### src/design/hss_defines.vh
// Constants for the dual-channel switch fault logic and converter scheduler.
// Assumes inclusion by bare name from the design files.
`ifndef HSS_DEFINES_VH
`define HSS_DEFINES_VH
// Charge mode encodings
`define HSS_CHRG_NONE 2'h0
`define HSS_CHRG_REG 2'h2
// Source indices, in round-robin order
`define HSS_SRC_I1 4'h0
`define HSS_SRC_I2 4'h1
`define HSS_SRC_T1 4'h2
`define HSS_SRC_T2 4'h3
`define HSS_SRC_VBB 4'h4
`define HSS_SRC_V1 4'h5
`define HSS_SRC_V2 4'h6
`define HSS_SRC_DS1 4'h7
`define HSS_SRC_DS2 4'h8
`define HSS_SRC_LAST 4'h8
`define HSS_NUM_SRC 9
// Result width
`define HSS_RES_W 10
// Delay after each full sequence outside current-only mode, in cycles, per sample_delay_select code
`define HSS_DLY_0 16'h0000
`define HSS_DLY_1 16'h00ff
`define HSS_DLY_2 16'h0fff
`define HSS_DLY_3 16'hffff
// Channel fault states
`define HSS_CH_OFF 2'h0
`define HSS_CH_INRUSH 2'h1
`define HSS_CH_ON 2'h2
`define HSS_CH_WAIT 2'h3
`endif

### src/design/hss_channel.v
// Per-channel fault response: retry, latch-off, thermal and reverse battery.
// Assumes fault flags and the retry timer strobe come from the analog front end.
`timescale 1ns/1ps
`default_nettype none
`include "hss_defines.vh"
module hss_channel (
    input wire clk,
    input wire rst_n,
    input wire channel_on_command,
    input wire direct_input_pin,
    input wire fault_latch_select,
    input wire [1:0] charge_mode_select,
    input wire inrush_configured,
    input wire inrush_done,
    input wire short_detect,
    input wire overcurrent_trip,
    input wire rel_temp_over,
    input wire abs_temp_over,
    input wire retry_timer_expired,
    input wire reverse_battery,
    output reg switch_on,
    output reg inrush_active,
    output reg latched_off,
    output reg thermal_fault
);
    localparam ST_OFF = `HSS_CH_OFF;
    localparam ST_INRUSH = `HSS_CH_INRUSH;
    localparam ST_ON = `HSS_CH_ON;
    localparam ST_WAIT = `HSS_CH_WAIT;
    reg [1:0] state;
    reg [1:0] next_state;
    reg next_latched;
    reg prev_cmd;
    reg prev_pin;
    reg prev_latch_sel;
    wire request = channel_on_command | direct_input_pin;
    wire toggle = (channel_on_command ^ prev_cmd) | (direct_input_pin ^ prev_pin);
    wire latch_toggle = fault_latch_select ^ prev_latch_sel;
    wire therm = rel_temp_over | abs_temp_over;
    wire oc_fault = overcurrent_trip | (short_detect && charge_mode_select == `HSS_CHRG_REG);
    // Never start into a live thermal fault; the channel waits for it to clear
    wire [1:0] start_st = therm ? ST_OFF : (inrush_configured ? ST_INRUSH : ST_ON);

    always @* begin
        next_state = state;
        next_latched = latched_off;
        if (latched_off && (toggle || latch_toggle)) begin
            next_latched = 1'b0;
            next_state = request ? start_st : ST_OFF;
        end else if (latched_off) begin
            next_state = ST_OFF;
        end else if (!request) begin
            next_state = ST_OFF;
        end else begin
            case (state)
                ST_OFF: begin
                    next_state = start_st;
                end
                ST_INRUSH, ST_ON: begin
                    if (therm || oc_fault) begin
                        if (fault_latch_select) begin
                            next_latched = 1'b1;
                            next_state = ST_OFF;
                        end else begin
                            next_state = ST_WAIT;
                        end
                    end else if (state == ST_INRUSH && inrush_done) begin
                        next_state = ST_ON;
                    end
                end
                ST_WAIT: begin
                    if (retry_timer_expired && !therm) begin
                        next_state = start_st;
                    end
                end
                default: begin
                    next_state = ST_OFF;
                end
            endcase
        end
    end

    always @(posedge clk or negedge rst_n) begin
        if (!rst_n) begin
            state <= ST_OFF;
            latched_off <= 1'b0;
            prev_cmd <= 1'b0;
            prev_pin <= 1'b0;
            prev_latch_sel <= 1'b0;
            switch_on <= 1'b0;
            inrush_active <= 1'b0;
            thermal_fault <= 1'b0;
        end else begin
            state <= next_state;
            latched_off <= next_latched;
            prev_cmd <= channel_on_command;
            prev_pin <= direct_input_pin;
            prev_latch_sel <= fault_latch_select;
            // Reverse battery forces conduction to spare the body diode
            switch_on <= reverse_battery |
                ((next_state == ST_INRUSH) || (next_state == ST_ON));
            inrush_active <= (next_state == ST_INRUSH) && !reverse_battery;
            thermal_fault <= therm;
        end
    end
endmodule
`default_nettype wire

### src/design/hss_core.v
// Dual-channel fault logic plus the shared converter's round-robin scheduler.
// Assumes the converter handshakes with start/done and all inputs are synchronous.
`timescale 1ns/1ps
`default_nettype none
`include "hss_defines.vh"
module hss_core (
    input wire clk,
    input wire rst_n,
    input wire [1:0] channel_on_command,
    input wire [1:0] direct_input_pin,
    input wire [1:0] fault_latch_select,
    input wire [3:0] charge_mode_select,
    input wire [7:0] inrush_current_limit,
    input wire [1:0] inrush_configured,
    input wire [1:0] inrush_done,
    input wire [1:0] short_detect,
    input wire [1:0] overcurrent_trip,
    input wire [1:0] rel_temp_over,
    input wire [1:0] abs_temp_over,
    input wire [1:0] retry_timer_expired,
    input wire reverse_battery,
    output wire [1:0] switch_on,
    output wire [1:0] inrush_active,
    output wire [1:0] latched_off,
    output wire [1:0] thermal_fault,
    output reg [7:0] regulated_current_limit,
    input wire global_current_sense_off,
    input wire global_temp_sense_off,
    input wire global_supply_sense_off,
    input wire global_output_sense_off,
    input wire global_drain_source_off,
    input wire [1:0] chan_current_sense_off,
    input wire [1:0] chan_output_sense_off,
    input wire [1:0] chan_drain_source_off,
    input wire [1:0] sample_delay_select,
    input wire [1:0] wire_heat_protect_enable,
    input wire [1:0] wire_heat_protect_active,
    output reg conv_start,
    output reg [3:0] conv_source,
    output reg current_sense_power,
    input wire conv_done,
    input wire [9:0] conv_result,
    input wire [3:0] read_select,
    input wire read_strobe,
    output reg [9:0] read_data,
    output reg [8:0] result_fresh
);
    localparam SC_PICK = 2'h0;
    localparam SC_CONV = 2'h1;
    localparam SC_DELAY = 2'h2;
    reg [1:0] sc_state;
    reg [15:0] delay_cnt;
    reg [9:0] result_mem [0:8];
    reg [8:0] src_en;
    reg [3:0] next_src;
    reg wrap;
    reg found;
    integer i;
    integer k;

    genvar g;
    generate
        for (g = 0; g < 2; g = g + 1) begin : g_ch
            hss_channel u_ch (
                .clk(clk),
                .rst_n(rst_n),
                .channel_on_command(channel_on_command[g]),
                .direct_input_pin(direct_input_pin[g]),
                .fault_latch_select(fault_latch_select[g]),
                .charge_mode_select(charge_mode_select[2*g+1:2*g]),
                .inrush_configured(inrush_configured[g]),
                .inrush_done(inrush_done[g]),
                .short_detect(short_detect[g]),
                .overcurrent_trip(overcurrent_trip[g]),
                .rel_temp_over(rel_temp_over[g]),
                .abs_temp_over(abs_temp_over[g]),
                .retry_timer_expired(retry_timer_expired[g]),
                .reverse_battery(reverse_battery),
                .switch_on(switch_on[g]),
                .inrush_active(inrush_active[g]),
                .latched_off(latched_off[g]),
                .thermal_fault(thermal_fault[g])
            );
        end
    endgenerate

    // Inrush regulation level follows the one limit field shared by both channels
    always @(posedge clk or negedge rst_n) begin
        if (!rst_n) begin
            regulated_current_limit <= 8'h00;
        end else begin
            regulated_current_limit <= inrush_current_limit;
        end
    end

    wire heat_mode = |(wire_heat_protect_enable & wire_heat_protect_active);

    // Enabled sources; level based so suppression lifts on its own
    always @* begin
        src_en[0] = !global_current_sense_off && !chan_current_sense_off[0];
        src_en[1] = !global_current_sense_off && !chan_current_sense_off[1];
        src_en[2] = !global_temp_sense_off && !heat_mode;
        src_en[3] = !global_temp_sense_off && !heat_mode;
        src_en[4] = !global_supply_sense_off && !heat_mode;
        src_en[5] = !global_output_sense_off && !chan_output_sense_off[0] && !heat_mode;
        src_en[6] = !global_output_sense_off && !chan_output_sense_off[1] && !heat_mode;
        src_en[7] = !global_drain_source_off && !chan_drain_source_off[0] && !heat_mode;
        src_en[8] = !global_drain_source_off && !chan_drain_source_off[1] && !heat_mode;
    end

    // Next enabled source after the current one; wrap marks end of a pass
    always @* begin
        next_src = conv_source;
        wrap = 1'b0;
        found = 1'b0;
        for (i = 1; i <= `HSS_NUM_SRC; i = i + 1) begin
            k = (conv_source + i) % `HSS_NUM_SRC;
            if (!found && src_en[k]) begin
                found = 1'b1;
                next_src = k[3:0];
                wrap = (k <= conv_source);
            end
        end
    end

    function [15:0] delay_of;
        input [1:0] sel;
        begin
            case (sel)
                2'h0: delay_of = `HSS_DLY_0;
                2'h1: delay_of = `HSS_DLY_1;
                2'h2: delay_of = `HSS_DLY_2;
                default: delay_of = `HSS_DLY_3;
            endcase
        end
    endfunction

    always @(posedge clk or negedge rst_n) begin
        if (!rst_n) begin
            sc_state <= SC_PICK;
            conv_source <= `HSS_SRC_LAST;
            conv_start <= 1'b0;
            current_sense_power <= 1'b0;
            delay_cnt <= 16'h0000;
        end else begin
            conv_start <= 1'b0;
            case (sc_state)
                SC_PICK: begin
                    if (found) begin
                        conv_source <= next_src;
                        conv_start <= 1'b1;
                        current_sense_power <= (next_src <= `HSS_SRC_I2);
                        sc_state <= SC_CONV;
                    end
                end
                SC_CONV: begin
                    if (conv_done) begin
                        current_sense_power <= 1'b0;
                        // Delay only after a full pass, never in current-only mode
                        if (wrap && !heat_mode && sample_delay_select != 2'h0) begin
                            delay_cnt <= delay_of(sample_delay_select);
                            sc_state <= SC_DELAY;
                        end else begin
                            sc_state <= SC_PICK;
                        end
                    end
                end
                SC_DELAY: begin
                    if (heat_mode || delay_cnt == 16'h0000) begin
                        sc_state <= SC_PICK;
                    end else begin
                        delay_cnt <= delay_cnt - 16'h0001;
                    end
                end
                default: begin
                    sc_state <= SC_PICK;
                end
            endcase
        end
    end

    // Result store; results live in a flop array, read data registered
    always @(posedge clk) begin
        if (sc_state == SC_CONV && conv_done) begin
            result_mem[conv_source] <= conv_result;
        end
    end

    always @(posedge clk or negedge rst_n) begin
        if (!rst_n) begin
            read_data <= 10'h000;
            result_fresh <= 9'h000;
        end else begin
            if (read_strobe && read_select <= `HSS_SRC_LAST) begin
                read_data <= result_mem[read_select];
                result_fresh[read_select] <= 1'b0;
            end
            // A store in the same cycle as a read keeps the flag set
            if (sc_state == SC_CONV && conv_done) begin
                result_fresh[conv_source] <= 1'b1;
            end
        end
    end
endmodule
`default_nettype wire

### config.mk
export PLATFORM = sky130hd
export DESIGN_NAME = hss_core
export DESIGN_NICKNAME = d
export VERILOG_FILES = /design/src/design/hss_channel.v /design/src/design/hss_core.v
export VERILOG_INCLUDE_DIRS = /design/src /design/src/design
export SDC_FILE = /design/constraint.sdc
export NUM_CORES = 1
export LEC_CHECK = 0
export BUFFER_PORTS_ARGS = -buffer_cell sky130_fd_sc_hd__buf_2
export CAP_MARGIN = 20
export CORE_ASPECT_RATIO = 1.4
export CORE_UTILIZATION = 48
export CTS_CLUSTER_DIAMETER = 30
export CTS_CLUSTER_SIZE = 12
export DETAILED_ROUTE_END_ITERATION = 7
export GPL_ROUTABILITY_DRIVEN = 0
export PLACE_DENSITY_LB_ADDON = 0.12
export SLEW_MARGIN = 20
export SYNTH_ARGS = -nofsm -noshare
export SYNTH_HDL_FRONTEND = slang
export SYNTH_HIERARCHICAL = 1
export SYNTH_SLANG_ARGS = --single-unit
### constraint.sdc
create_clock -name clk -period 9.05 [get_ports clk]
set_input_delay 2.715 -clock clk [delete_from_list [all_inputs] [get_ports clk]]
set_output_delay 2.715 -clock clk [all_outputs]
set_load 0.05 [all_outputs]
# Word level (Yosys, flattened, before mapping)
# Memories as Yosys holds them, arrays and structs flattened. A register that Yosys moved wholly into a read port is not among the register bits.
# Index checks and enable logic that the tools add are counted.
# W data, S select, Z words.
dict set report word_totals {
  latchBits 0
  rom_bits 0
  n_memories 1
  input_bits 68
  wordCells 301
  mem_bits_rw 90
  register_bits 59
  out_inout_bits 41
}
# memory depth width read_ports rd_ports_with_merged_regs wr line_no
set mem_list {}
lappend mem_list {result_mem 9 10 1 1 1 hss_core.v:53} ;# reg [9:0] result_mem [0:8];
dict set report op_classes {
  bitwise 20
  multipliers 0
  mux 111
  magnitude_cmp 24
  div 9
  shifts 0
  n_reduce_logical 82
  n_eq_ne 21
  add_sub_neg 10
}
# cell count
set ops {}
lappend ops {{$le A32 B4 Y1} 9}
lappend ops {{$lt A32 B6 Y1 const B} 9}
lappend ops {{$mod A32 B4 Y32 const B} 9}
lappend ops {{$mux W1} 56}
lappend ops {{$mux W16} 3}
lappend ops {{$mux W2} 24}
lappend ops {{$pmux W16 S3} 1}
lappend ops {{$bmux W1 S4} 9}
lappend ops {{$logic_and A1 B1 Y1} 36}
lappend ops {{$mux W4} 9}
lappend ops {{$pmux W16 S2} 1}
lappend ops {{$logic_not A1 Y1} 24}
lappend ops {{$add A4 B3 Y5 const B} 4}
lappend ops {{$eq A2 B2 Y1 const B} 10}
lappend ops {{$mux W9} 2}
lappend ops {{$pmux W2 S3} 3}
lappend ops {{$logic_not A16 Y1} 1}
lappend ops {{$sub A16 B1 Y16 const B} 1}
lappend ops {{$eq A2 B1 Y1 const B} 6}
lappend ops {{$add A4 B2 Y5 const B} 2}
lappend ops {{$add A4 B4 Y5 const B} 2}
lappend ops {{$lt A4 B5 Y1 const B} 2}
lappend ops {{$ne A2 B2 Y1 const B} 5}
lappend ops {{$or A1 B1 Y1} 10}
lappend ops {{18 further kinds} 39}

# Logic depth before layout (Yosys ltp)
# Gate-level depths: netlist (run 1).
dict set report logic_depth {
  word_depth 37
  mapped_depth 32
  depth_no_buf 26
}

# Modules after synthesis
# The synthesis (run 1) kept the hierarchy.
# mod instances area_each_um2 cells_per_inst
set modules_own_cells {}
lappend modules_own_cells {hss_core 1 12253.0 1329}
lappend modules_own_cells {hss_channel 2 569.3 57}

# Worst setup path before layout (run 1)
# No wires, ideal clock.
dict set report synth_path {
  path_type {register -> register}
  startpoint {register conv_source[0]}
  endpoint {register delay_cnt[0]}
  path_buffers 4
  slack_ns 1.614
  setup_ns 0.138
  arrival_ns 7.298
  path_stages_with_launch 26
  period_less_slack_ns 7.436
  path_cell_list {dfrtp_1 > buf_2 > inv_1 > clkbuf_1 > ha_1 > ha_1 > nor2_1 > a21boi_1 > a21oi_1 > xnor2_1 > ha_1 > inv_1 > a2111oi_0 > a32oi_1 > a221oi_4 > mux2i_1 > nor3b_1 > a311oi_1 > a21o_1 > or4_4 > or3_4 > a211oi_4 > or2_1 > buf_4 > buf_6 > a21oi_1}
}
dict set report synth_via {
  elab_chain_len 34
  word_cells_on_any_way 91
}
# element line_no
set synth_lines {}
lappend synth_lines {{from (decl)} hss_core.v:39} ;# output reg [3:0] conv_source,
lappend synth_lines {{from (signal assigned)} hss_core.v:141} ;# conv_source <= `HSS_SRC_LAST;
lappend synth_lines {{from (signal assigned)} hss_core.v:150} ;# conv_source <= next_src;
lappend synth_lines {{$add A4 B1 Y5} hss_core.v:117} ;# k = (conv_source + i) % `HSS_NUM_SRC;
lappend synth_lines {{$mod A32 B4 Y32 (no source line)} -}
lappend synth_lines {{$bmux W1 S4} hss_core.v:118} ;# if (!found && src_en[k]) begin
lappend synth_lines {{$mux W1 (implied by the code) (2 in series)} hss_core.v:118}
lappend synth_lines {{$mux W1} hss_core.v:118}
lappend synth_lines {{$logic_not A1 Y1} hss_core.v:118}
lappend synth_lines {{$logic_and A1 B1 Y1} hss_core.v:118}
lappend synth_lines {{$mux W1} hss_core.v:118}
lappend synth_lines {{(+16 left out)} -}
lappend synth_lines {{$logic_and A1 B1 Y1} hss_core.v:118}
lappend synth_lines {{$mux W1} hss_core.v:118}
lappend synth_lines {{$logic_not A1 Y1} hss_core.v:118}
lappend synth_lines {{$logic_and A1 B1 Y1} hss_core.v:118}
lappend synth_lines {{$mux W1 *} hss_core.v:118}
lappend synth_lines {{$logic_and A1 B1 Y1 * (2 in series)} hss_core.v:160} ;# if (wrap && !heat_mode && sample_delay_select != 2'h0) begin
lappend synth_lines {{$ne A2 B2 Y1 (no source line) *} -}
lappend synth_lines {{$reduce_and A4 Y1 (no source line) *} -}
lappend synth_lines {{to (signal assigned)} hss_core.v:161} ;# delay_cnt <= delay_of(sample_delay_select);
lappend synth_lines {{to (signal assigned)} hss_core.v:172} ;# delay_cnt <= delay_cnt - 16'h0001;
lappend synth_lines {{to (decl)} hss_core.v:52} ;# reg [15:0] delay_cnt;
# Mark *: on every way between the ends. The rest lies on a longest branch, timed or not. The select of a mux whose other input is x is not followed.
# A chain may end at the register's enable or synchronous reset.

# Worst setup path in the final report (run 1)
dict set report layout_path {
  startpoint {register conv_source[1]}
  endpoint {register delay_cnt[12]}
}
# Same word-level chain as after synthesis.

==> results.cfg, run 1 <==
[run_status]
status = finished clean

[global_route]
grt_overflow = 0
grt_util_all_layers_pct = 28.6
grt_start_max_net_pins = 66
grt_pass1_wl_um = 62000
grt_antenna_before_repair = 0
via_count_of_the_first_global_routing_pass = 11506

[critical_path]
r2r_setup_slack_ns = 0.98
reg_to_reg_start = conv_source[1]$_DFFE_PN0P_
worst_setup_path_end_kind = register
r2r.worst_path.cells = 27
critPathLaunchType = register
critPathMaxStageDelay_ns = 0.56
cp_data_arrival_time_ns = 8.38
worst_path_most_repeated_cell = sky130_fd_sc_hd__ha_1
kind_of_critical_path = register to register
critical_path.top_delay_family = compound AO/OA/AOI/OAI gates
timing.critical_path.required_ns = 9.36
cp.buffers_inverters = 2
critical_path.max_fanout = 24
critical_path.slowest_cell = sky130_fd_sc_hd__mux2i_1
worstReg2RegEnd = delay_cnt[12]$_DFFE_PN0P_

[sta]
setup_repair_after_global_routing_missed_its_margin = false
timing_hold_violations_final = 0
finalSetupViolations = 0
layout_worst_path_cycle_share_pct = 89.2
slew_hr_pct = 19.6
slew_viol_final = 0
tightestPinTransition_ns = 1.20
setup_tns_ns = 0
timing.final.crit_period_ns = 8.07
fin_worst_skew_ns = 0.0109
achievable-frequency_mhz = 124

[clock_network]
h-tree-depth = 4
tritoncts_buffer_count = 17
hold_bufs_inserted_after_cts = 0
tritoncts = built
post_cts.resized_instances = 0
clock_sink_count = 159
clk_pin_slew_ns = 0.07
post_cts_buffers = 0
clock_tree.buffer_depth = 2
clk_latency_ns = 0.43
clock_tree.root_cell = sky130_fd_sc_hd__clkbuf_16

[die]
rows = 72
boundary_pin_count = 109
dieHeight_um = 200
die_x_um = 143
die_area_mm2 = 0.0286
floorplan.initialDensity_pct = 48.6
core_area_mm2 = 0.0276

[layout]
n_fill_cell = 2553
finalNetCount = 1691
layout-drive-gt1-share_pct = 16.7
syn2layout_area_growth_pct = 11.2
antenna_cells_inserted = 0

[place]
placement.io_buffers = 108
post-dp-hpwl_um = 30000

[route]
viasPerCell = 6.40
drt_initial_violations = 827
routed_wirelength_um = 40500
remaining_drc_errors = 0
vias = 12217
detail_route.first_pass.iterations = 5
drt-wirelength-per-cell_um = 21.2
number_of_nets_with_antenna_violations_after_routing = 0

[synth]
syn-cell-area_mm2 = 0.0134
synth-warning-count = 6
syn_area_per_cell_um2 = 9.28
syn-instance-count = 1443
synthDistinctLibCells = 98
yosys_most_used_dff = sky130_fd_sc_hd__edfxtp_1
synth-edff-count = 90
fraction_of_the_yosys_area_taken_by_sequential_cells_pct = 33.1
ys_ff_latch = 159
synth-async-reset-ratio_pct = 43.4
synthesis.nets = 1608

[hold_path]
hold_path.class = register to register
worstHoldPathCells = 1
worst_hold_startpoint = result_fresh[0]$_DFF_PN0_
hold-path-endpoint = result_fresh[0]$_DFF_PN0_

[job]
cap_viol_max_count = 0
## through the flow
| stage | cell area, um2 | instances | hold slack [ns] | utilization, % | setup slack (ns) |
|---|---|---|---|---|---|
| 2_1_floorplan | 13400 | 1443 | 0.468 | - | 1.61 |
| 3_3_place_gp | 14300 | 1877 | 0.457 | 51.8 | 1.48 |
| 3_5_place_dp | 14300 | 1877 | 0.465 | 51.8 | 1.22 |
| 4_1_cts | 14900 | 1909 | 0.479 | 54.0 | 1.18 |
| 5_1_grt | 14900 | 1909 | 0.516 | 54.0 | 0.580 |
| 6_report | 14900 | 1909 | 0.474 | 54.0 | 0.977 |
## cells in the final DEF, fill, tap and decap left out, types with 12 or more instances in the layout
cell type / synthesis / final
sky130_fd_sc_hd__a211oi_1: 21 / 20
sky130_fd_sc_hd__a21o_1: 14 / 14
sky130_fd_sc_hd__a21oi_1: 90 / 90
sky130_fd_sc_hd__a221oi_1: 12 / 12
sky130_fd_sc_hd__a31oi_1: 18 / 18
sky130_fd_sc_hd__and2_1: 14 / 14
sky130_fd_sc_hd__and3_1: 17 / 17
sky130_fd_sc_hd__buf_2: 13 / 108
sky130_fd_sc_hd__buf_4: 2 / 22
sky130_fd_sc_hd__clkbuf_16: 0 / 17
sky130_fd_sc_hd__dfrtp_1: 68 / 67
sky130_fd_sc_hd__edfxtp_1: 90 / 90
sky130_fd_sc_hd__ha_1: 97 / 97
sky130_fd_sc_hd__inv_1: 64 / 64
sky130_fd_sc_hd__mux2_2: 18 / 18
sky130_fd_sc_hd__mux2i_1: 41 / 41
sky130_fd_sc_hd__mux4_2: 24 / 24
sky130_fd_sc_hd__nand2_1: 87 / 87
sky130_fd_sc_hd__nand2b_1: 38 / 38
sky130_fd_sc_hd__nand3_1: 32 / 32
sky130_fd_sc_hd__nand4_1: 13 / 13
sky130_fd_sc_hd__nor2_1: 105 / 105
sky130_fd_sc_hd__nor2b_1: 18 / 18
sky130_fd_sc_hd__nor3_1: 40 / 40
sky130_fd_sc_hd__o211ai_1: 17 / 17
sky130_fd_sc_hd__o21a_1: 19 / 19
sky130_fd_sc_hd__o21ai_0: 103 / 103
sky130_fd_sc_hd__o21ai_1: 13 / 13
sky130_fd_sc_hd__o31ai_1: 26 / 26
sky130_fd_sc_hd__or3_1: 17 / 17
sky130_fd_sc_hd__xnor2_1: 23 / 23
## area by class of cell
| class | count | area, um2 | share of cell area, % |
|---|---|---|---|
| repair buffers | 130 | 706 | 4.74 |
| clock inverters | 15 | 173 | 1.16 |
| well taps | 370 | 463 | 3.11 |
| clock buffers | 17 | 425 | 2.86 |
| inverters | 69 | 259 | 1.74 |
| multi-input cells | 1149 | 8440 | 56.6 |
| flip-flops and latches | 159 | 4430 | 29.8 |
## flip-flops by register name, indices dropped and copies added (netlist names), 2 cells and up
signal and count:
conv_source 4, delay_cnt 16, g_ch.u_ch/inrush_active 2, g_ch.u_ch/latched_off 2
g_ch.u_ch/prev_cmd 2, g_ch.u_ch/prev_latch_sel 2, g_ch.u_ch/prev_pin 2, g_ch.u_ch/state 4
g_ch.u_ch/switch_on 2, g_ch.u_ch/thermal_fault 2, read_data 10, regulated_current_limit 8
result_fresh 9, result_mem 90, sc_state 2
## worst register-to-register path, stage by stage, from the launching register on
cell                        delay, ns
sky130_fd_sc_hd__dfrtp_1         0.36
sky130_fd_sc_hd__buf_4           0.22
sky130_fd_sc_hd__ha_1            0.26
sky130_fd_sc_hd__xor2_2          0.22
sky130_fd_sc_hd__ha_1            0.30
sky130_fd_sc_hd__nor2_1          0.18
sky130_fd_sc_hd__a21boi_1        0.55
sky130_fd_sc_hd__a21oi_1         0.36
sky130_fd_sc_hd__xnor2_1         0.40
sky130_fd_sc_hd__ha_1            0.29
sky130_fd_sc_hd__inv_1           0.08
sky130_fd_sc_hd__a2111oi_0       0.46
sky130_fd_sc_hd__a32oi_1         0.22
sky130_fd_sc_hd__a221oi_4        0.45
sky130_fd_sc_hd__mux2i_1         0.56
sky130_fd_sc_hd__ha_1            0.35
sky130_fd_sc_hd__nor2b_1         0.13
sky130_fd_sc_hd__o21ai_0         0.17
sky130_fd_sc_hd__nand2b_1        0.08
sky130_fd_sc_hd__a21oi_1         0.14
sky130_fd_sc_hd__a41o_1          0.12
sky130_fd_sc_hd__o21ai_0         0.08
sky130_fd_sc_hd__a221oi_1        0.28
sky130_fd_sc_hd__nand4_1         0.13
sky130_fd_sc_hd__o211ai_1        0.38
sky130_fd_sc_hd__a211oi_4        0.19
sky130_fd_sc_hd__or2_1           0.53
sky130_fd_sc_hd__o41a_1          0.45
## kinds of logic after synthesis
logic type      Yosys count  share of synthesized area, %
compound gates          477                          24.7
buf+inv                 135                          4.02
xor+xnor                 30                          2.18
flops                   159                          33.1
simple gates            462                          18.3
mux                      83                          8.61
fa+ha+maj                97                          9.06
## synth_stat cells (9+ instances only)
master,instances,share of area [%]
sky130_fd_sc_hd__a221oi_1,12,0.78
sky130_fd_sc_hd__mux2_2,18,1.5
sky130_fd_sc_hd__o211ai_1,17,0.95
sky130_fd_sc_hd__nand2_1,87,2.4
sky130_fd_sc_hd__nor3b_1,11,0.62
sky130_fd_sc_hd__inv_1,64,1.8
sky130_fd_sc_hd__nand2b_1,38,1.8
sky130_fd_sc_hd__a2111oi_0,9,0.59
sky130_fd_sc_hd__nor2_1,105,2.9
sky130_fd_sc_hd__mux4_2,24,4.0
sky130_fd_sc_hd__nor2b_1,18,0.84
sky130_fd_sc_hd__nand4_1,13,0.61
sky130_fd_sc_hd__nand3b_1,11,0.62
sky130_fd_sc_hd__o21ai_0,103,3.8
sky130_fd_sc_hd__ha_1,97,9.1
sky130_fd_sc_hd__a211oi_1,21,1.2
sky130_fd_sc_hd__or2_2,10,0.47
sky130_fd_sc_hd__dfrtp_1,68,13
sky130_fd_sc_hd__mux2i_1,41,3.1
sky130_fd_sc_hd__nand3_1,32,1.2
sky130_fd_sc_hd__xnor2_1,23,1.5
sky130_fd_sc_hd__nor3_1,40,1.5
sky130_fd_sc_hd__and2_1,14,0.65
sky130_fd_sc_hd__o22ai_1,9,0.42
sky130_fd_sc_hd__buf_1,9,0.25
sky130_fd_sc_hd__or3_1,17,0.79
sky130_fd_sc_hd__a21oi_1,90,3.4
sky130_fd_sc_hd__o21a_1,19,1.1
sky130_fd_sc_hd__and3_1,17,0.79
sky130_fd_sc_hd__o221ai_1,9,0.59
sky130_fd_sc_hd__o32ai_1,11,0.72
sky130_fd_sc_hd__edfxtp_1,90,20
sky130_fd_sc_hd__buf_2,13,0.49
sky130_fd_sc_hd__a21o_1,14,0.78
sky130_fd_sc_hd__clkbuf_1,41,1.1
sky130_fd_sc_hd__o31ai_1,26,1.5
sky130_fd_sc_hd__or4_1,9,0.50
sky130_fd_sc_hd__o21ai_1,13,0.49
sky130_fd_sc_hd__a31oi_1,18,0.84
## routing by layer
layer | share of wire (%) | GRT usage, %
met1 | 38 | 30.6
met2 | 50 | 50.7
met3 | 4.7 | 4.03
met4 | 7.2 | 21.6
met5 | 0 | 0
## worst max path at each step
| stage | cells after the start | start | end | slack [ns] |
|---|---|---|---|---|
| global placement | 27 | conv_source[1]$_DFFE_PN0P_ | delay_cnt[4]$_DFFE_PN0P_ | 1.48 |
| floorplan | 25 | conv_source[0]$_DFFE_PN0P_ | delay_cnt[0]$_DFFE_PN0P_ | 1.61 |
| CTS | 27 | conv_source[1]$_DFFE_PN0P_ | delay_cnt[4]$_DFFE_PN0P_ | 1.18 |
| finish | 27 | conv_source[1]$_DFFE_PN0P_ | delay_cnt[12]$_DFFE_PN0P_ | 0.98 |
| global route | 27 | conv_source[1]$_DFFE_PN0P_ | delay_cnt[12]$_DFFE_PN0P_ | 0.58 |
| detailed placement | 27 | conv_source[1]$_DFFE_PN0P_ | delay_cnt[4]$_DFFE_PN0P_ | 1.22 |
Power of run 1 is not shown: default switching activity piles up to over one toggle a cycle in this logic, so the estimate is an artifact.
==> run 2, diff against run 1 <==
Settings changed: ABC_AREA set to 1.
==> results.cfg, run 2 <==
[run_status]
status = finished clean

[critical_path]
r2r_setup_slack_ns = 2.27
reg_to_reg_start = conv_source[1]$_DFFE_PN0P_
cp_data_arrival_time_ns = 7.15
worstReg2RegEnd = delay_cnt[14]$_DFFE_PN0P_
r2r.worst_path.cells = 31
timing.critical_path.required_ns = 9.42
kind_of_critical_path = register to register
startpoint = conv_source[1]$_DFFE_PN0P_
critPathMaxStageDelay_ns = 0.86
worst_path_most_repeated_cell = sky130_fd_sc_hd__nand2_1
critical_path.slowest_cell = sky130_fd_sc_hd__ha_1
worst_setup_path_end_kind = register
critical_path.max_fanout = 20
critPathLaunchType = register

[die]
dieHeight_um = 192
boundary_pin_count = 109
floorplan.initialDensity_pct = 48.9
die_area_mm2 = 0.0265
rows = 69
die_x_um = 138
core_area_mm2 = 0.0254

[global_route]
grt_start_max_net_pins = 70
grt_util_all_layers_pct = 28.4
grt_antenna_before_repair = 1
grt_overflow = 0
grt_pass1_wl_um = 57300
via_count_of_the_first_global_routing_pass = 11343

[hold_path]
hold_path.class = register to register
worst_hold_startpoint = read_data[0]$_DFFE_PN0P_
worstHoldPathCells = 2
hold-path-endpoint = read_data[0]$_DFFE_PN0P_

[synth]
syn_area_per_cell_um2 = 7.48
most_repeated_cell_in_the_gate_level_netlist_after_synthesis = sky130_fd_sc_hd__nand2_1
syn-instance-count = 1660
synthDistinctLibCells = 59
yosys_most_used_dff = sky130_fd_sc_hd__edfxtp_1
ys_ff_latch = 159
synth_commonest_cells = 463 x sky130_fd_sc_hd__nand2_1, 211 x sky130_fd_sc_hd__inv_1, 170 x sky130_fd_sc_hd__nand3_1
syn-cell-area_mm2 = 0.0124
synth-edff-count = 90
netlist.top_cell.by_area = sky130_fd_sc_hd__edfxtp_1
synthesis.nets = 1825
synth_largest_type_area_fraction_pct = 21.8
synth-warning-count = 6
fraction_of_the_yosys_area_taken_by_sequential_cells_pct = 35.7
synth-async-reset-ratio_pct = 43.4
synth.area.top_cells = sky130_fd_sc_hd__edfxtp_1 22%, sky130_fd_sc_hd__nand2_1 14%, sky130_fd_sc_hd__dfrtp_1 14%

[route]
vias = 11706
remaining_drc_errors = 0
detail_route.first_pass.iterations = 5
number_of_nets_with_antenna_violations_after_routing = 0
drt_initial_violations = 683
viasPerCell = 5.56
drt-wirelength-per-cell_um = 17.4
routed_wirelength_um = 36600

[clock_network]
clock_sink_count = 159
tritoncts_buffer_count = 17
tritoncts = built
post_cts.resized_instances = 0
clk_pin_slew_ns = 0.07
post_cts_buffers = 0
clock_tree.root_cell = sky130_fd_sc_hd__clkbuf_16
hold_bufs_inserted_after_cts = 0
h-tree-depth = 4
clk_latency_ns = 0.43
clock_tree.buffer_depth = 2

[layout]
largest_reg_flops = 90
layout.cells.most_common_list = 463 x sky130_fd_sc_hd__nand2_1, 211 x sky130_fd_sc_hd__inv_1, 170 x sky130_fd_sc_hd__nand3_1, 107 x sky130_fd_sc_hd__buf_2, 97 x sky130_fd_sc_hd__ha_1
largest_register = result_mem
layout-drive-gt1-share_pct = 14.5
biggestRegsByFlops = result_mem x90, delay_cnt x16, read_data x10
syn2layout_area_growth_pct = 12.4
leading_cell_type_in_the_layout_fill_and_taps_excluded = sky130_fd_sc_hd__nand2_1
finalNetCount = 1936

[sta]
timing_hold_violations_final = 0
achievable-frequency_mhz = 147
slew_hr_pct = 28.3
slew_viol_final = 0
fin_worst_skew_ns = 0.00935
timing.final.crit_period_ns = 6.78
setup_repair_after_global_routing_missed_its_margin = false
setup_tns_ns = 0
layout_worst_path_cycle_share_pct = 74.9
tightestPinTransition_ns = 1.07
finalSetupViolations = 0

[job]
cap_viol_max_count = 0

[place]
placement.io_buffers = 108
post-dp-hpwl_um = 27200
==> run 2: cell types whose count changed after synthesis, moves of 28 or more <==
| cell | delta |
|---|---|
| sky130_fd_sc_hd__nand2_2 | +28 |
| sky130_fd_sc_hd__a21oi_1 | -32 |
| sky130_fd_sc_hd__nand2b_1 | -38 |
| sky130_fd_sc_hd__nand3_1 | +138 |
| sky130_fd_sc_hd__mux2i_1 | -41 |
| sky130_fd_sc_hd__nand2_1 | +376 |
| sky130_fd_sc_hd__inv_1 | +147 |
==> run 2: logic make-up (layout without fill, tap and decap cells) <==
logic type | Yosys count | count (layout) | share of synthesized area, %
DFF | 159 | 159 | 35.7
buffers and inverters | 257 | 381 | 7.98
AOI/OAI and AO/OA | 233 | 233 | 11.1
and+or+nand+nor | 867 | 867 | 31.9
other | 0 | 1 | 0
adders and majority gates | 97 | 97 | 9.78
xor gates and xnor gates | 47 | 47 | 3.56
==> run 2: worst max-delay path by stage <==
stage,to,slack (ns)
2_1_floorplan,delay_cnt[5]$_DFFE_PN0P_,3.08
3_3_place_gp,delay_cnt[0]$_DFFE_PN0P_,2.43
3_5_place_dp,delay_cnt[15]$_DFFE_PN0P_,2.34
4_1_cts,delay_cnt[15]$_DFFE_PN0P_,2.30
5_1_grt,delay_cnt[14]$_DFFE_PN0P_,1.58
6_report,delay_cnt[14]$_DFFE_PN0P_,2.27
==> run 2: cell type report <==
| type | count | area, um2 |
|---|---|---|
| Inverter | 226 | 851 |
| Clock buffer | 17 | 425 |
| Timing Repair Buffer | 123 | 656 |
| Tap cell | 319 | 399 |
| Multi-Input combinational cell | 1244 | 7010 |
| Fill cell | 2482 | 11400 |
| Sequential cell | 159 | 4430 |
| Clock inverter | 15 | 179 |
| Antenna cell | 1 | 2.50 |
==> run 2: metrics by stage <==
stage	hold WS (ns)	area [um2]	util [%]	setup slack (ns)	instances
finish	0.502	14000	55.0	2.27	2104
global route	0.529	14000	55.0	1.58	2104
detailed placement	0.487	13300	52.5	2.34	2070
global placement	0.481	13300	52.5	2.43	2070
CTS	0.508	13900	54.9	2.30	2102
floorplan	0.474	12400	-	3.08	1660
==> run 2: layer usage <==
metal | track usage [%] | vias to the layer above | part of all wire (%)
li1 | - | 5758 | -
met1 | 29.8 | 5472 | 37
met2 | 52.1 | 362 | 52
met3 | 3.81 | 114 | 4.6
met4 | 18.9 | 0 | 6.5
met5 | 0 | - | 0
==> run 2: worst max-delay path, delay by kind of cell (launching register included) <==
family / cells / cell delay (ns)
simple gates: 16 / 2.02
fa+ha+maj: 4 / 1.67
buf+inv: 6 / 1.33
compound gates: 3 / 0.72
xor+xnor: 2 / 0.62
flops: 1 / 0.33
Power of run 2 is left out for the same reason.
==> run 3, diff against run 2 <==
Clock period 9.05 ns to 5.5 ns, I/O delays scaled along.
==> results.cfg, run 3 (synthesis results as in run 2) <==
[route]
number_of_nets_with_antenna_violations_after_routing = 0
detail_route.first_pass.iterations = 5
drt-wirelength-per-cell_um = 17.0
vias = 11728
routed_wirelength_um = 36500
drt_initial_violations = 805
viasPerCell = 5.48
remaining_drc_errors = 0

[clock_network]
clk_pin_slew_ns = 0.07
h-tree-depth = 4
hold_bufs_inserted_after_cts = 0
clk_latency_ns = 0.43
clock_tree.root_cell = sky130_fd_sc_hd__clkbuf_16
clock_sink_count = 159
tritoncts_buffer_count = 17
clock_tree.buffer_depth = 2
tritoncts = built

[critical_path]
worst_path_most_repeated_cell = sky130_fd_sc_hd__nand2_1
r2r.worst_path.cells = 33
critical_path.slowest_cell = sky130_fd_sc_hd__dfrtp_4
r2r_setup_slack_ns = 0.31
worst_setup_path_end_kind = register
cp_data_arrival_time_ns = 5.50
worstReg2RegEnd = delay_cnt[5]$_DFFE_PN0P_
critical_path.max_fanout = 19
kind_of_critical_path = register to register
timing.critical_path.required_ns = 5.81
critPathMaxStageDelay_ns = 0.49
reg_to_reg_start = conv_source[1]$_DFFE_PN0P_
critPathLaunchType = register
startpoint = conv_source[1]$_DFFE_PN0P_

[sta]
slew_viol_final = 0
finalSetupViolations = 0
achievable-frequency_mhz = 193
timing.final.crit_period_ns = 5.19
timing_hold_violations_final = 0
tightestPinTransition_ns = 1.12
fin_worst_skew_ns = 0.00933
setup_tns_ns = 0
layout_worst_path_cycle_share_pct = 94.3
slew_hr_pct = 25.1

[layout]
layout.cells.most_common_list = 461 x sky130_fd_sc_hd__nand2_1, 210 x sky130_fd_sc_hd__inv_1, 170 x sky130_fd_sc_hd__nand3_1, 107 x sky130_fd_sc_hd__buf_2, 92 x sky130_fd_sc_hd__ha_1
largest_reg_flops = 90
n_fill_cell = 2413
finalNetCount = 1973
biggestRegsByFlops = result_mem x90, delay_cnt x16, read_data x10
seq_area_mm2 = 0.00444
largest_register = result_mem
layout-drive-gt1-share_pct = 17.2
syn2layout_area_growth_pct = 15.7
design_area_mm2 = 0.0144
multiInputGateArea_mm2 = 0.00713
leading_cell_type_in_the_layout_fill_and_taps_excluded = sky130_fd_sc_hd__nand2_1

[global_route]
grt_util_all_layers_pct = 28.2
grt_antenna_before_repair = 0
grt_start_max_net_pins = 70
grt_overflow = 0
grt_pass1_wl_um = 56900
via_count_of_the_first_global_routing_pass = 11214

[die]
die_x_um = 138
floorplan.initialDensity_pct = 48.9
core_area_mm2 = 0.0254
die_area_mm2 = 0.0265
dieHeight_um = 192
rows = 69
boundary_pin_count = 109

[hold_path]
hold_path.class = register to register
hold-path-endpoint = read_data[1]$_DFFE_PN0P_
worst_hold_startpoint = read_data[1]$_DFFE_PN0P_
worstHoldPathCells = 2

[run_status]
status = finished clean

[place]
dpl-instance-area_mm2 = 0.0136
placement.io_buffers = 108
post-dp-hpwl_um = 27700

[job]
cap_viol_max_count = 0
==> run 3: cell count changes in the layout (fill, tap and decap cells not counted), sizes merged <==
cell	before	now
bufinv	2	1
clkinv	6	5
buf	123	160
clkbuf	17	19
==> run 3: timing repair <==
item                       4_1_cts  5_1_grt
resized for setup                0       24
setup buffers                    0        0
setup endpoints to repair        0       22
==> run 3: final cells by class <==
class	count	share of cell area, %
multi-input cells	1244	49.7
flip-flops and latches	159	30.9
repair buffers	160	6.58
inverters	226	5.95
clock buffers	19	3.08
well taps	319	2.78
clock inverters	13	1.01
diodes	1	0.0174
==> run 3: metal layers <==
metal  up-vias  global-route usage, %  wire length [um]
li1       5824                      -                 -
met3       107                   3.65              1850
met1      5440                   30.5             13900
met2       357                   51.6             18500
met5         -                      0                 0
met4         0                   16.9              2180
==> run 3: how the worst max path moves through the flow <==
stage                                end  slack [ns]
2_1_floorplan   delay_cnt[5]$_DFFE_PN0P_        0.05
3_3_place_gp    delay_cnt[6]$_DFFE_PN0P_        0.22
3_5_place_dp    delay_cnt[8]$_DFFE_PN0P_        0.19
4_1_cts        delay_cnt[15]$_DFFE_PN0P_        0.17
5_1_grt         delay_cnt[8]$_DFFE_PN0P_       -0.03
6_report        delay_cnt[5]$_DFFE_PN0P_        0.31
==> run 3: worst max-delay path, delay by kind of cell (launching register included) <==
| kind | cells | cell delay, ns |
|---|---|---|
| simple gates | 23 | 2.71 |
| fa+ha+maj | 3 | 0.97 |
| buf+inv | 5 | 0.68 |
| flops | 1 | 0.49 |
| compound gates | 2 | 0.20 |
==> run 3: per-stage QoR <==
stage / utilization, % / hold slack, ns / instances / setup slack, ns
final: 56.6 / 0.502 / 2141 / 0.314
after global routing: 56.6 / 0.516 / 2140 / -0.0285
after CTS: 56.0 / 0.505 / 2140 / 0.168
after detailed placement: 53.7 / 0.485 / 2108 / 0.193
after global placement: 53.7 / 0.467 / 2108 / 0.225
after floorplan: - / 0.474 / 1660 / 0.0527
Power of run 3 is left out for the same reason.
